===== src/hdl/ctcf_pkg.sv =====
// Shared constants and types for the touch calibration filter
package ctcf_pkg;
  localparam int NCH = 8;
  localparam int IMPW = 7;
  localparam logic [6:0] IMP_FULL = 7'h7F;

  // Register byte offsets
  localparam logic [7:0] REG_CTRL = 8'h00;
  localparam logic [7:0] REG_ENV = 8'h04;
  localparam logic [7:0] REG_QUIET = 8'h08;
  localparam logic [7:0] REG_RECAL = 8'h0C;
  localparam logic [7:0] REG_INTEG = 8'h10;
  localparam logic [7:0] REG_SLIM = 8'h14;
  localparam logic [7:0] REG_TOUCH = 8'h18;
  localparam logic [7:0] REG_STAT = 8'h1C;
  localparam logic [7:0] BANK_TVR = 8'h20;
  localparam logic [7:0] BANK_CAL = 8'h40;
  localparam logic [7:0] BANK_STR = 8'h60;
  localparam logic [7:0] BANK_SPAN = 8'h20;

  // Field positions
  localparam int CTRL_MODE = 0;
  localparam int CTRL_SCAL = 2;
  localparam int CTRL_SLEEP = 3;
  localparam int CTRL_HIB = 4;
  localparam int CTRL_WAKE = 5;
  localparam int STAT_SLEEPQ = 3;
  localparam int STAT_HIBQ = 4;

  // Reset values
  localparam logic [6:0] ENV_RST = 7'h02;
  localparam logic [15:0] QUIET_RST = 16'h0010;
  localparam logic [15:0] RECAL_RST = 16'h0008;
  localparam logic [7:0] INTEG_RST = 8'h08;
  localparam logic [7:0] SLIM_RST = 8'h04;
  localparam logic [6:0] TVR_RST = 7'h08;

  localparam logic [1:0] RESP_OKAY = 2'h0;
  localparam logic [1:0] RESP_SLVERR = 2'h2;

  // Inactivity time before sleep
  localparam int unsigned SLEEP_IDLE_MS = 100;
  localparam int unsigned CORE_CLK_KHZ = 200000;

  typedef enum logic [1:0] {
    MODE_STRONGEST = 2'h0,
    MODE_ALL = 2'h1,
    MODE_TOP_TWO = 2'h2
  } ctcf_mode_t;

  typedef enum logic [2:0] {
    PWR_ACTIVE = 3'h1,
    PWR_SLEEP = 3'h2,
    PWR_HIBER = 3'h4
  } ctcf_pwr_t;

  typedef struct packed {
    logic valid;
    logic [NCH-1:0][IMPW-1:0] imp;
  } ctcf_meas_t;
endpackage


===== src/hdl/ctcf_top.sv =====
// Touch calibration, integration filter, power states and register slave
`timescale 1ns/1ps
// How it works
// - Each channel keeps touch margin and reference
// - Rise above margin is touch, no recalibration
// - Rise between margins: no touch, reference kept
// - Small rise: no touch, reference follows
// - Fall below reference: reference takes sample
// - Quantities are 127 minus register value
// - Calibrate only after all-quiet period
// - Repeat calibration every recal period
// - Count touches per period as strength
// - Period length and limit are registers
// - Final touch needs strength above limit
// - Strongest, all, or two strongest modes
// - Final touches readable in touch byte
// - Reset pin low holds reset, then active
// - Active goes to sleep after idle time
// - Touch in sleep returns to active
// - Sleep calibration follows control bit
// - Sleep or hibernate order waits for release
module ctcf_top import ctcf_pkg::*; #(
  parameter int unsigned SLEEP_IDLE_CYC = SLEEP_IDLE_MS * CORE_CLK_KHZ
) (
  input wire logic core_clk,
  input wire logic rst,
  input wire logic resetPinN,
  input wire ctcf_meas_t meas,
  output logic [NCH-1:0] touchByte,
  output logic [2:0] powerState,
  output logic measEnable,
  input wire logic s_axi_awvalid,
  output logic s_axi_awready,
  input wire logic [7:0] s_axi_awaddr,
  input wire logic s_axi_wvalid,
  output logic s_axi_wready,
  input wire logic [31:0] s_axi_wdata,
  input wire logic [3:0] s_axi_wstrb,
  output logic s_axi_bvalid,
  input wire logic s_axi_bready,
  output logic [1:0] s_axi_bresp,
  input wire logic s_axi_arvalid,
  output logic s_axi_arready,
  input wire logic [7:0] s_axi_araddr,
  output logic s_axi_rvalid,
  input wire logic s_axi_rready,
  output logic [31:0] s_axi_rdata,
  output logic [1:0] s_axi_rresp
);
  if (SLEEP_IDLE_CYC < 1) begin : gBadIdle
    $error("SLEEP_IDLE_CYC must be at least one");
  end

  typedef struct packed {
    logic awHave;
    logic [7:0] awAddr;
    logic wHave;
    logic [31:0] wData;
    logic [3:0] wStrb;
    logic bvalid;
    logic [1:0] bresp;
    logic rvalid;
    logic [31:0] rdata;
    logic [1:0] rresp;
  } ctcf_bus_t;

  typedef struct packed {
    logic pinSync1;
    logic pinSync2;
    ctcf_mode_t mode;
    logic sleepCal;
    logic [6:0] envMargin;
    logic [15:0] quietTime;
    logic [15:0] recalPeriod;
    logic [7:0] integLen;
    logic [7:0] strengthLimit;
    logic [NCH-1:0][6:0] tvr;
    logic [NCH-1:0][6:0] cal;
    logic [NCH-1:0][7:0] accum;
    logic [NCH-1:0][7:0] strength;
    logic [NCH-1:0] touchByte;
    logic [7:0] integCnt;
    logic [15:0] quietCnt;
    logic [15:0] recalCnt;
    logic [31:0] idleCnt;
    ctcf_pwr_t pwr;
    logic sleepReq;
    logic hibReq;
    logic wakeReq;
    logic measEn;
    ctcf_bus_t bus;
  } ctcf_state_t;

  ctcf_state_t st_r;
  ctcf_state_t st_nxt;
  logic [NCH-1:0][6:0] impX;
  logic [NCH-1:0] instTouch;
  logic pinOk;
  logic procOn;
  logic sample;
  logic quietOk;
  logic recalDue;
  logic calAllowed;
  logic calNow;
  logic periodEnd;
  logic held;
  logic activity;

  function automatic ctcf_state_t rstState();
    ctcf_state_t s;
    s = '0;
    s.mode = MODE_STRONGEST;
    s.envMargin = ENV_RST;
    s.quietTime = QUIET_RST;
    s.recalPeriod = RECAL_RST;
    s.integLen = INTEG_RST;
    s.strengthLimit = SLIM_RST;
    for (int i = 0; i < NCH; i++) begin
      s.tvr[i] = TVR_RST;
      s.cal[i] = IMP_FULL;
    end
    s.pwr = PWR_ACTIVE;
    s.measEn = 1'b1;
    return s;
  endfunction

  function automatic logic [NCH-1:0] aboveMask(input logic [NCH-1:0][7:0] s,
                                               input logic [7:0] lim);
    logic [NCH-1:0] m;
    m = '0;
    for (int i = 0; i < NCH; i++) begin
      m[i] = s[i] > lim;
    end
    return m;
  endfunction

  // Ties go to the lowest channel so the choice is repeatable
  function automatic logic [3:0] argMax(input logic [NCH-1:0][7:0] s,
                                        input logic [NCH-1:0] m);
    logic [3:0] r;
    logic [7:0] best;
    r = 4'h0;
    best = 8'h00;
    for (int i = 0; i < NCH; i++) begin
      if (m[i] && (!r[3] || s[i] > best)) begin
        r = {1'b1, 3'(i)};
        best = s[i];
      end
    end
    return r;
  endfunction

  function automatic logic [NCH-1:0] selectTouch(input logic [NCH-1:0][7:0] s,
                                                 input logic [7:0] lim,
                                                 input ctcf_mode_t md);
    logic [NCH-1:0] above;
    logic [NCH-1:0] one;
    logic [NCH-1:0] two;
    logic [3:0] a;
    logic [3:0] b;
    above = aboveMask(s, lim);
    a = argMax(s, above);
    one = a[3] ? (8'h01 << a[2:0]) : 8'h00;
    b = argMax(s, above & ~one);
    two = b[3] ? (8'h01 << b[2:0]) : 8'h00;
    case (md)
      MODE_ALL: selectTouch = above;
      MODE_TOP_TWO: selectTouch = one | two;
      default: selectTouch = one;
    endcase
  endfunction

  function automatic logic [31:0] strbMerge(input logic [31:0] old,
                                            input logic [31:0] nw,
                                            input logic [3:0] strb);
    logic [31:0] r;
    r = old;
    for (int i = 0; i < 4; i++) begin
      if (strb[i]) begin
        r[i*8 +: 8] = nw[i*8 +: 8];
      end
    end
    return r;
  endfunction

  function automatic logic bankHit(input logic [7:0] a, input logic [7:0] base);
    return a >= base && a < base + BANK_SPAN;
  endfunction

  // Returns hit flag above the 32-bit read value
  function automatic logic [32:0] regRead(input logic [7:0] a);
    logic [31:0] d;
    logic hit;
    d = 32'h0;
    hit = 1'b1;
    if (a == REG_CTRL) begin
      d[CTRL_MODE +: 2] = st_r.mode;
      d[CTRL_SCAL] = st_r.sleepCal;
      d[CTRL_SLEEP] = st_r.sleepReq;
      d[CTRL_HIB] = st_r.hibReq;
    end else if (a == REG_ENV) begin
      d[6:0] = st_r.envMargin;
    end else if (a == REG_QUIET) begin
      d[15:0] = st_r.quietTime;
    end else if (a == REG_RECAL) begin
      d[15:0] = st_r.recalPeriod;
    end else if (a == REG_INTEG) begin
      d[7:0] = st_r.integLen;
    end else if (a == REG_SLIM) begin
      d[7:0] = st_r.strengthLimit;
    end else if (a == REG_TOUCH) begin
      d[NCH-1:0] = st_r.touchByte;
    end else if (a == REG_STAT) begin
      d[2:0] = st_r.pwr;
      d[STAT_SLEEPQ] = st_r.sleepReq;
      d[STAT_HIBQ] = st_r.hibReq;
    end else if (bankHit(a, BANK_TVR)) begin
      d[6:0] = st_r.tvr[a[4:2]];
    end else if (bankHit(a, BANK_CAL)) begin
      d[6:0] = IMP_FULL - st_r.cal[a[4:2]];
    end else if (bankHit(a, BANK_STR)) begin
      d[7:0] = st_r.strength[a[4:2]];
    end else begin
      hit = 1'b0;
    end
    return {hit, d};
  endfunction

  for (genvar g = 0; g < NCH; g++) begin : gCh
    assign impX[g] = IMP_FULL - meas.imp[g];
    assign instTouch[g] = {1'b0, impX[g]} > ({1'b0, st_r.cal[g]} + {1'b0, st_r.tvr[g]});
  end

  assign pinOk = st_r.pinSync2;
  assign procOn = pinOk && st_r.pwr != PWR_HIBER;
  assign sample = meas.valid && procOn;
  assign quietOk = st_r.quietCnt >= st_r.quietTime;
  assign recalDue = st_r.recalCnt >= st_r.recalPeriod;
  assign calAllowed = st_r.pwr == PWR_ACTIVE || st_r.sleepCal;
  // A touching sample breaks the all-quiet condition for every channel
  assign calNow = sample && !(|instTouch) && quietOk && recalDue && calAllowed;
  assign periodEnd = sample && ({1'b0, st_r.integCnt} + 9'h001 >= {1'b0, st_r.integLen});
  assign held = |st_r.touchByte;
  assign activity = (sample && |instTouch) || held;

  always_comb begin
    logic [NCH-1:0][7:0] acc;
    logic [6:0] rise;
    logic [32:0] rd;
    logic [31:0] wv;
    acc = st_r.accum;
    rise = 7'h00;
    rd = 33'h0;
    wv = 32'h0;
    st_nxt = st_r;
    if (sample) begin
      for (int i = 0; i < NCH; i++) begin
        acc[i] = st_r.accum[i] + {7'h00, instTouch[i]};
        if (calNow && impX[i] > st_r.cal[i]) begin
          rise = impX[i] - st_r.cal[i];
          if (rise <= st_r.tvr[i] && rise <= st_r.envMargin) begin
            st_nxt.cal[i] = st_r.cal[i] + rise;
          end
        end else if (calNow && impX[i] < st_r.cal[i]) begin
          st_nxt.cal[i] = impX[i];
        end
      end
      st_nxt.quietCnt = |instTouch ? 16'h0000 : (quietOk ? st_r.quietCnt : st_r.quietCnt + 16'h0001);
      if (calNow) begin
        st_nxt.recalCnt = 16'h0000;
      end else if (!recalDue) begin
        st_nxt.recalCnt = st_r.recalCnt + 16'h0001;
      end
      if (periodEnd) begin
        st_nxt.strength = acc;
        st_nxt.touchByte = selectTouch(acc, st_r.strengthLimit, st_r.mode);
        st_nxt.accum = '0;
        st_nxt.integCnt = 8'h00;
      end else begin
        st_nxt.accum = acc;
        st_nxt.integCnt = st_r.integCnt + 8'h01;
      end
    end
    case (st_r.pwr)
      PWR_ACTIVE: begin
        st_nxt.wakeReq = 1'b0;
        if (st_r.hibReq && !held) begin
          st_nxt.pwr = PWR_HIBER;
          st_nxt.hibReq = 1'b0;
          st_nxt.sleepReq = 1'b0;
          st_nxt.idleCnt = 32'h0;
        end else if (st_r.sleepReq && !held) begin
          st_nxt.pwr = PWR_SLEEP;
          st_nxt.sleepReq = 1'b0;
          st_nxt.idleCnt = 32'h0;
        end else if (activity) begin
          st_nxt.idleCnt = 32'h0;
        end else if (st_r.idleCnt >= SLEEP_IDLE_CYC - 1) begin
          st_nxt.pwr = PWR_SLEEP;
          st_nxt.idleCnt = 32'h0;
        end else begin
          st_nxt.idleCnt = st_r.idleCnt + 32'h1;
        end
      end
      PWR_SLEEP: begin
        st_nxt.sleepReq = 1'b0;
        st_nxt.wakeReq = 1'b0;
        if (sample && |instTouch) begin
          st_nxt.pwr = PWR_ACTIVE;
        end else if (st_r.hibReq && !held) begin
          st_nxt.pwr = PWR_HIBER;
          st_nxt.hibReq = 1'b0;
        end
      end
      PWR_HIBER: begin
        st_nxt.sleepReq = 1'b0;
        st_nxt.hibReq = 1'b0;
        st_nxt.wakeReq = 1'b0;
        if (st_r.wakeReq) begin
          st_nxt.pwr = PWR_ACTIVE;
        end
      end
      default: begin
        st_nxt.pwr = PWR_ACTIVE;
      end
    endcase
    st_nxt.measEn = st_nxt.pwr != PWR_HIBER;
    // Pin reset spares the synchroniser and the bus so it cannot lock up
    if (!pinOk) begin
      st_nxt = rstState();
    end
    st_nxt.pinSync1 = resetPinN;
    st_nxt.pinSync2 = st_r.pinSync1;
    st_nxt.bus = st_r.bus;
    if (s_axi_awvalid && s_axi_awready) begin
      st_nxt.bus.awHave = 1'b1;
      st_nxt.bus.awAddr = s_axi_awaddr;
    end
    if (s_axi_wvalid && s_axi_wready) begin
      st_nxt.bus.wHave = 1'b1;
      st_nxt.bus.wData = s_axi_wdata;
      st_nxt.bus.wStrb = s_axi_wstrb;
    end
    if (st_r.bus.awHave && st_r.bus.wHave) begin
      rd = regRead(st_r.bus.awAddr);
      wv = strbMerge(rd[31:0], st_r.bus.wData, st_r.bus.wStrb);
      if (pinOk) begin
        // Command bits come after the state machine, so a set beats a clear
        if (st_r.bus.awAddr == REG_CTRL) begin
          st_nxt.mode = ctcf_mode_t'(wv[CTRL_MODE +: 2]);
          st_nxt.sleepCal = wv[CTRL_SCAL];
          st_nxt.sleepReq = st_nxt.sleepReq | wv[CTRL_SLEEP];
          st_nxt.hibReq = st_nxt.hibReq | wv[CTRL_HIB];
          st_nxt.wakeReq = st_nxt.wakeReq | wv[CTRL_WAKE];
        end else if (st_r.bus.awAddr == REG_ENV) begin
          st_nxt.envMargin = wv[6:0];
        end else if (st_r.bus.awAddr == REG_QUIET) begin
          st_nxt.quietTime = wv[15:0];
        end else if (st_r.bus.awAddr == REG_RECAL) begin
          st_nxt.recalPeriod = wv[15:0];
        end else if (st_r.bus.awAddr == REG_INTEG) begin
          st_nxt.integLen = wv[7:0];
        end else if (st_r.bus.awAddr == REG_SLIM) begin
          st_nxt.strengthLimit = wv[7:0];
        end else if (bankHit(st_r.bus.awAddr, BANK_TVR)) begin
          st_nxt.tvr[st_r.bus.awAddr[4:2]] = wv[6:0];
        end
      end
      st_nxt.bus.awHave = 1'b0;
      st_nxt.bus.wHave = 1'b0;
      st_nxt.bus.bvalid = 1'b1;
      st_nxt.bus.bresp = rd[32] ? RESP_OKAY : RESP_SLVERR;
    end else if (st_r.bus.bvalid && s_axi_bready) begin
      st_nxt.bus.bvalid = 1'b0;
    end
    if (s_axi_arvalid && s_axi_arready) begin
      rd = regRead(s_axi_araddr);
      st_nxt.bus.rvalid = 1'b1;
      st_nxt.bus.rdata = rd[31:0];
      st_nxt.bus.rresp = rd[32] ? RESP_OKAY : RESP_SLVERR;
    end else if (st_r.bus.rvalid && s_axi_rready) begin
      st_nxt.bus.rvalid = 1'b0;
    end
  end

  always_ff @(posedge core_clk or posedge rst) begin
    if (rst) begin
      st_r <= rstState();
    end else begin
      st_r <= st_nxt;
    end
  end

  assign s_axi_awready = !st_r.bus.awHave && !st_r.bus.bvalid;
  assign s_axi_wready = !st_r.bus.wHave && !st_r.bus.bvalid;
  assign s_axi_bvalid = st_r.bus.bvalid;
  assign s_axi_bresp = st_r.bus.bresp;
  assign s_axi_arready = !st_r.bus.rvalid;
  assign s_axi_rvalid = st_r.bus.rvalid;
  assign s_axi_rdata = st_r.bus.rdata;
  assign s_axi_rresp = st_r.bus.rresp;
  assign touchByte = st_r.touchByte;
  assign powerState = st_r.pwr;
  assign measEnable = st_r.measEn;
endmodule


===== config.mk =====
export PLATFORM = sky130hd
export DESIGN_NAME = ctcf_top
export DESIGN_NICKNAME = d
export VERILOG_FILES = /design/src/hdl/ctcf_pkg.sv /design/src/hdl/ctcf_top.sv
export SDC_FILE = /design/constraint.sdc
export NUM_CORES = 2
export LEC_CHECK = 0
export BUFFER_PORTS_ARGS = -buffer_cell sky130_fd_sc_hd__clkbuf_2
export CAP_MARGIN = 15
export CORE_MARGIN = 2
export CORE_UTILIZATION = 58
export DETAILED_ROUTE_END_ITERATION = 16
export PLACE_DENSITY = 0.9
export SLEW_MARGIN = 30
export SYNTH_ARGS = -nofsm -noshare
export SYNTH_HDL_FRONTEND = slang
export SYNTH_SLANG_ARGS = --single-unit

===== constraint.sdc =====
create_clock -name core_clk -period 29.1 [get_ports core_clk]
set_input_delay 0 -clock core_clk [delete_from_list [all_inputs] [get_ports core_clk]]
set_output_delay 0 -clock core_clk [all_outputs]
set_load 0.03 [all_outputs]

After elaboration in Yosys (flattened, before gate mapping)
Cells that the tools add are included.
{"block": "classes", "mux": 259, "bitwise_logic": 6, "order_cmp": 81, "n_eq_ne": 42, "add_sub_neg": 47, "n_shift": 2, "n_reduce_logical": 118}
{"operator": "8-bit 2-to-1 mux", "count": 75}
{"operator": "469-bit 2-to-1 mux", "count": 1}
{"operator": "7-bit 2-to-1 mux", "count": 36}
{"operator": "232-bit 2-to-1 mux", "count": 1}
{"operator": "114-bit 2-to-1 mux", "count": 2}
{"operator": "4-bit 2-to-1 mux", "count": 48}
{"operator": "8-bit > comparator", "count": 22}
{"operator": "16-bit 2-to-1 mux", "count": 11}
{"operator": "72-bit 2-to-1 mux", "count": 2}
{"operator": "64-bit 2-to-1 mux", "count": 2}
{"operator": "7-bit <= comparator", "count": 16}
{"operator": "56-bit 2-to-1 mux", "count": 2}
{"operator": "111-bit 2-to-1 mux", "count": 1}
{"operator": "104-bit 2-to-1 mux", "count": 1}
{"operator": "32-bit 2-to-1 mux", "count": 3}
{"operator": "88-bit 2-to-1 mux", "count": 1}
{"operator": "7-bit binary-select mux with 3-bit select", "count": 4}
{"operator": "7-bit subtractor, first input constant", "count": 10}
{"operator": "7-bit by 7-bit adder with 8-bit output", "count": 8}
{"operator": "8-bit by 1-bit adder with 8-bit output", "count": 8}
{"operator": "8-bit by 5-bit equality test with 1-bit output, second input constant", "count": 8}
{"operator": "7-bit by 8-bit > comparator with 1-bit output", "count": 8}
{"operator": "1-bit logical AND", "count": 63}
{"operator": "7-bit adder", "count": 8}
{"operator": "other kinds (53)", "count": 214}
{"block": "word_totals", "word_cells": 616, "input_bits": 117, "register_bits": 455}

Logic depth before layout (Yosys ltp)
{"block": "logic_depth", "word_depth": 115, "ltp_mapped": 175, "ltp_nobuf": 165}

Worst setup path before layout
Ideal clock, no wire load.
{"block": "synth_path", "path_type": "register -> register", "start": "register st_r[355] (netlist name)", "end": "register st_r (netlist bit touchByte[2])", "path_stages_with_launch": 166, "synth_period_minus_slack_ps": 29736, "path_buffers": 9, "t_arrival_ps": 29670, "slack_ps": -636, "setup_ps": 66, "required_ps": 29034, "path_cell_list": "dfrtp_1 ha_1 fa_1 a21oi_1 nor2_1 nor2_1 o21bai_1 a21oi_1 xor2_1 ha_1 nand4_1 nor2_1 a2111oi_1 ha_1 ha_1 nand3_1 nor2_1 xnor2_1 (+130 left out) o21bai_1 a22oi_1 a31oi_1 nor3_4 mux2_2 ha_1 nor2b_1 o21a_1 o21a_1 o21a_1 o21a_1 o21ai_0 a211oi_1 a41o_1 nor4bb_4 a221oi_1 o221ai_1 and2_1"}
{"block": "synth_between", "elab_chain_len": 105, "word_cells_on_any_way": 161}
{"item": "start, declared", "line_no": "ctcf_top.sv:94", "text": "ctcf_state_t st_r;"}
{"item": "start signal, assigned", "line_no": "ctcf_top.sv:388", "text": "st_r <= rstState();"}
{"item": "start signal, assigned", "line_no": "ctcf_top.sv:390", "text": "st_r <= st_nxt;"}
{"item": "7-bit by 7-bit adder with 8-bit output (*)", "line_no": "ctcf_top.sv:231", "text": "assign instTouch[g] = {1'b0, impX[g]} > ({1'b0, st_r.cal[g]} + {1'b0, st_r.tvr[g]});"}
{"item": "7-bit by 8-bit > comparator with 1-bit output (*)", "line_no": "ctcf_top.sv:231"}
{"item": "8-bit by 1-bit adder with 8-bit output (*)", "line_no": "ctcf_top.sv:258", "text": "acc[i] = st_r.accum[i] + {7'h00, instTouch[i]};"}
{"item": "8-bit > comparator", "line_no": "ctcf_top.sv:132", "text": "m[i] = s[i] > lim;"}
{"item": "8-bit 2-to-1 mux or 4-bit 2-to-1 mux (tied branches)", "line_no": "ctcf_top.sv:145", "text": "if (m[i] && (!r[3] || s[i] > best)) begin"}
{"item": "8-bit 2-to-1 mux or 4-bit 2-to-1 mux (tied branches)", "line_no": "ctcf_top.sv:274", "text": "if (periodEnd) begin"}
{"item": "8-bit 2-to-1 mux or 4-bit 2-to-1 mux (tied branches)", "line_no": "ctcf_top.sv:256", "text": "if (sample) begin"}
{"item": "8-bit > comparator or 1-bit logical NOT (tied branches)", "line_no": "ctcf_top.sv:145"}
{"item": "(+89 left out)"}
{"item": "4-bit 2-to-1 mux", "line_no": "ctcf_top.sv:256"}
{"item": "1-bit by 3-bit left shift with 8-bit output", "line_no": "ctcf_top.sv:165", "text": "two = b[3] ? (8'h01 << b[2:0]) : 8'h00;"}
{"item": "8-bit 2-to-1 mux", "line_no": "ctcf_top.sv:165"}
{"item": "8-bit OR", "line_no": "ctcf_top.sv:168", "text": "MODE_TOP_TWO: selectTouch = one | two;"}
{"item": "8-bit case mux with 2 select lines (*)", "line_no": "ctcf_top.sv:166", "text": "case (md)"}
{"item": "72-bit 2-to-1 mux (*)", "line_no": "ctcf_top.sv:274"}
{"item": "232-bit 2-to-1 mux (*)", "line_no": "ctcf_top.sv:256"}
{"item": "469-bit 2-to-1 mux (*)", "line_no": "ctcf_top.sv:329", "text": "if (!pinOk) begin"}
Every way passes the cells marked *; elsewhere a longest branch is shown, timed or not. The select of a mux whose other input is x is not followed.
A chain may end at the register's enable or synchronous reset.

Worst setup path after layout
{"block": "layout_path", "start": "register st_r[299] (netlist name)", "end": "register st_r (netlist bit touchByte[0])"}
The elaborated chain is that of the path after synthesis.

==> reports/metrics.yaml <==
status: "complete, no violations"
ir_drop_mv: 0.0439
syn_area_per_cell_sq_um: 8.74
ant_nets: 0
core_sq_um: 70000
dr.pass1.iters: 9
cp.required_ns: 29.68
crit_start: "st_r[299]$_DFFE_PP1P_"
finish.utilization_pct: 68.0
power_density_nw_per_um2: 39.5
synth_warnings: 0
drv_slew: 0
ys.flop_type: "dfrtp_1"
rows: 97
ys_types: 96
place_area_sq_um: 43700
critPathMaxStageDelay_ns: 0.54
maxSlewHeadroom_pct: 27.1
die_h_um: 270
numCtsBuffers: 49
cts.sinks: 435
synth_area_leaders: "dfrtp_1, ha_1, mux4_2"
setup-tns-final_ns: 0
postRouteWirelength_mm: 148
yosysTopAreaCellShare_pct: 22.2
crit_top_cell: "o21a_1"
ys_ff_latch: 435
p_leak_nw: 21.9
rsz0062_at_grt: "yes"
critical-path-top-delay-family: "compound AO/OA/AOI/OAI gates"
seq_area_frac_synth_pct: 26.8
n_fill_cell: 5100
setup_viol: 0
io_buffers: 133
ys_async_sr_fraction_pct: 100
dr_total_vias: 40700
r2r_start: "st_r[299]$_DFFE_PP1P_"
grt_max_degree: 173
worstSetupEndpointType: "flip-flop"
drc: 0
grt.overflow.total: 0
fin_crit_ns: 28.61
slowest_stage: "dfstp_2"
grt_usage_pct: 38.8
synth-edff-count: 0
worst-path-buf-inv: 17
die-area_sq_um: 72900
min_path_type: "in2reg"
fin_ws_ns: 0.493
fin_nets: 5733
clk_latency_ns: 0.64
antenna_found_initial: 4
fin_crit_sh_pct: 98.3
postSynthCellCount: 4690
worst-r2r-cell-count: 160
hpwlAfterDp_mm: 104
cp-start-kind: "flip-flop"
crit_cells: 160
max_cap_viol_count: 0
gp_routability_congestion: 1.05
clk_pin_slew_ns: 0.07
r2r_setup_slack_ns: 0.49
drive_gt1_share_pct: 18.6
io_pins: 170
hold_violations: 0
root_buffer: "clkbuf_16"
grt_pass1_wl_mm: 224
drtIter0Drc: 5645
synth_area_sq_um: 41000
regToRegEndpoint: "touchByte[0]$_DFFE_PP0P_"
synthToLayoutAreaGrowth_pct: 16.2
grt_pass1_vias: 39900
cts_buffer_depth: 3
start_util_pct: 58.6
timing.hold.ws_ns: 0.0343
h-tree-depth: 2
fin_area_sq_um: 47600
vias_per_cell: 6.78
post_drt_wl_per_cell_um: 24.7
yosysTopAreaCell: "dfrtp_1"
place_ws_ns: -0.823
die_w_um: 270
critPathCapture: "touchByte[0]$_DFFE_PP0P_"
fin_worst_skew_ns: 0.0356
crit_fanout: 17
fmax_mhz: 35.0
cts_tree: "yes"
arrival_ns: 29.19
tightest_slew_ns: 1.09
crit_type: "reg2reg"
power by group:
| group | internal, mW | total, mW | leakage, nW | switching [mW] |
|---|---|---|---|---|
| Sequential | 0.634 | 0.684 | 5.75 | 0.0494 |
| Clock | 0.353 | 0.640 | 0.781 | 0.287 |
| Combinational | 0.199 | 0.558 | 15.4 | 0.358 |
cell usage after synthesis, drive strengths merged (71+ instances only):
master  instances
ha            566
nor2          316
o21ai         313
nor2b          83
dfstp          71
buf            92
nand3         166
nand2         420
xor2           78
o21a           90
clkbuf        152
mux4           89
inv           380
a21oi         329
a21o           78
xnor2         113
mux2i          85
dfrtp         364
logic make-up after synthesis:
logic type               after synthesis  share of synthesized area, %
AO/OA/AOI/OAI                       1286                          20.2
XOR/XNOR                             191                          4.08
adder cells (fa/ha/maj)              591                          18.5
buffers and inverters                624                          6.26
flip-flops                           435                          26.8
multiplexers                         239                          8.75
other                                  1                       0.00914
AND/OR/NAND/NOR                     1323                          15.5
what timing repair did:
| action | 4_1_cts | 5_1_grt |
|---|---|---|
| hold endpoints to repair | 157 | 0 |
| buffers inserted | 6 | 41 |
| gates cloned | 0 | 1 |
| hold buffers | 88 | 0 |
| setup endpoints to repair | 8 | 8 |
| pin swaps | 9 | 90 |
| resized for setup | 19 | 193 |
worst min path at each step:
stage	slack [ns]	to	start	cells past startpoint
floorplan	0.03	st_nxt[469]$_DFF_PP0_	resetPinN	0
global route	0.05	st_nxt[469]$_DFF_PP0_	resetPinN	2
CTS	0.01	st_nxt[469]$_DFF_PP0_	resetPinN	2
global placement	0.11	st_nxt[469]$_DFF_PP0_	resetPinN	1
finish	0.03	st_nxt[469]$_DFF_PP0_	resetPinN	2
detailed placement	0.11	st_nxt[469]$_DFF_PP0_	resetPinN	1
registers in the layout, indices dropped and copies added, names as in the netlist, 3 cells and up:
name	cells
s_axi_rdata	16
powerState	3
st_r	401
touchByte	8
through the flow:
stage | power (mW) | std cells
6_report | 1.88 | 6009
5_1_grt | 1.93 | 6006
3_3_place_gp | 1.18 | 5778
2_1_floorplan | 1.04 | 4707
3_5_place_dp | 1.20 | 5778
4_1_cts | 1.84 | 5963
cell type report:
cell class              instances  area [sq um]  area share (%)
well taps                     940          1180            2.47
clock inverters                23           236           0.496
inverters                     380          1440            3.02
multi-input cells            3648         28600            60.0
repair buffers                512          3830            8.03
diodes                          3          7.51          0.0158
flip-flops and latches        435         11000            23.1
clock buffers                  68          1380            2.89
layout by cell type (no fill, tap or decap), types with 78 or more instances in the layout:
master         instances
o21a_1                89
a21o_1                78
a21oi_1              307
dfrtp_1              360
mux2i_1               82
nor2_1               299
xnor2_1              110
buf_4                274
clkbuf_2             131
ha_1                 542
mux4_2                89
dlygate4sd3_1         88
nand3_1              160
nand2_1              413
inv_1                371
o21ai_0              286
layer usage:
layer  vias to the layer above  GRT usage, %  share of wire [%]
met3                       921          9.34                 12
met2                      2972          59.4                 44
li1                      17700             -                  -
met1                     19200          47.8                 35
met5                         -             0              0.018
met4                         4          28.0                8.8
Power figures use the tool's default switching activity.
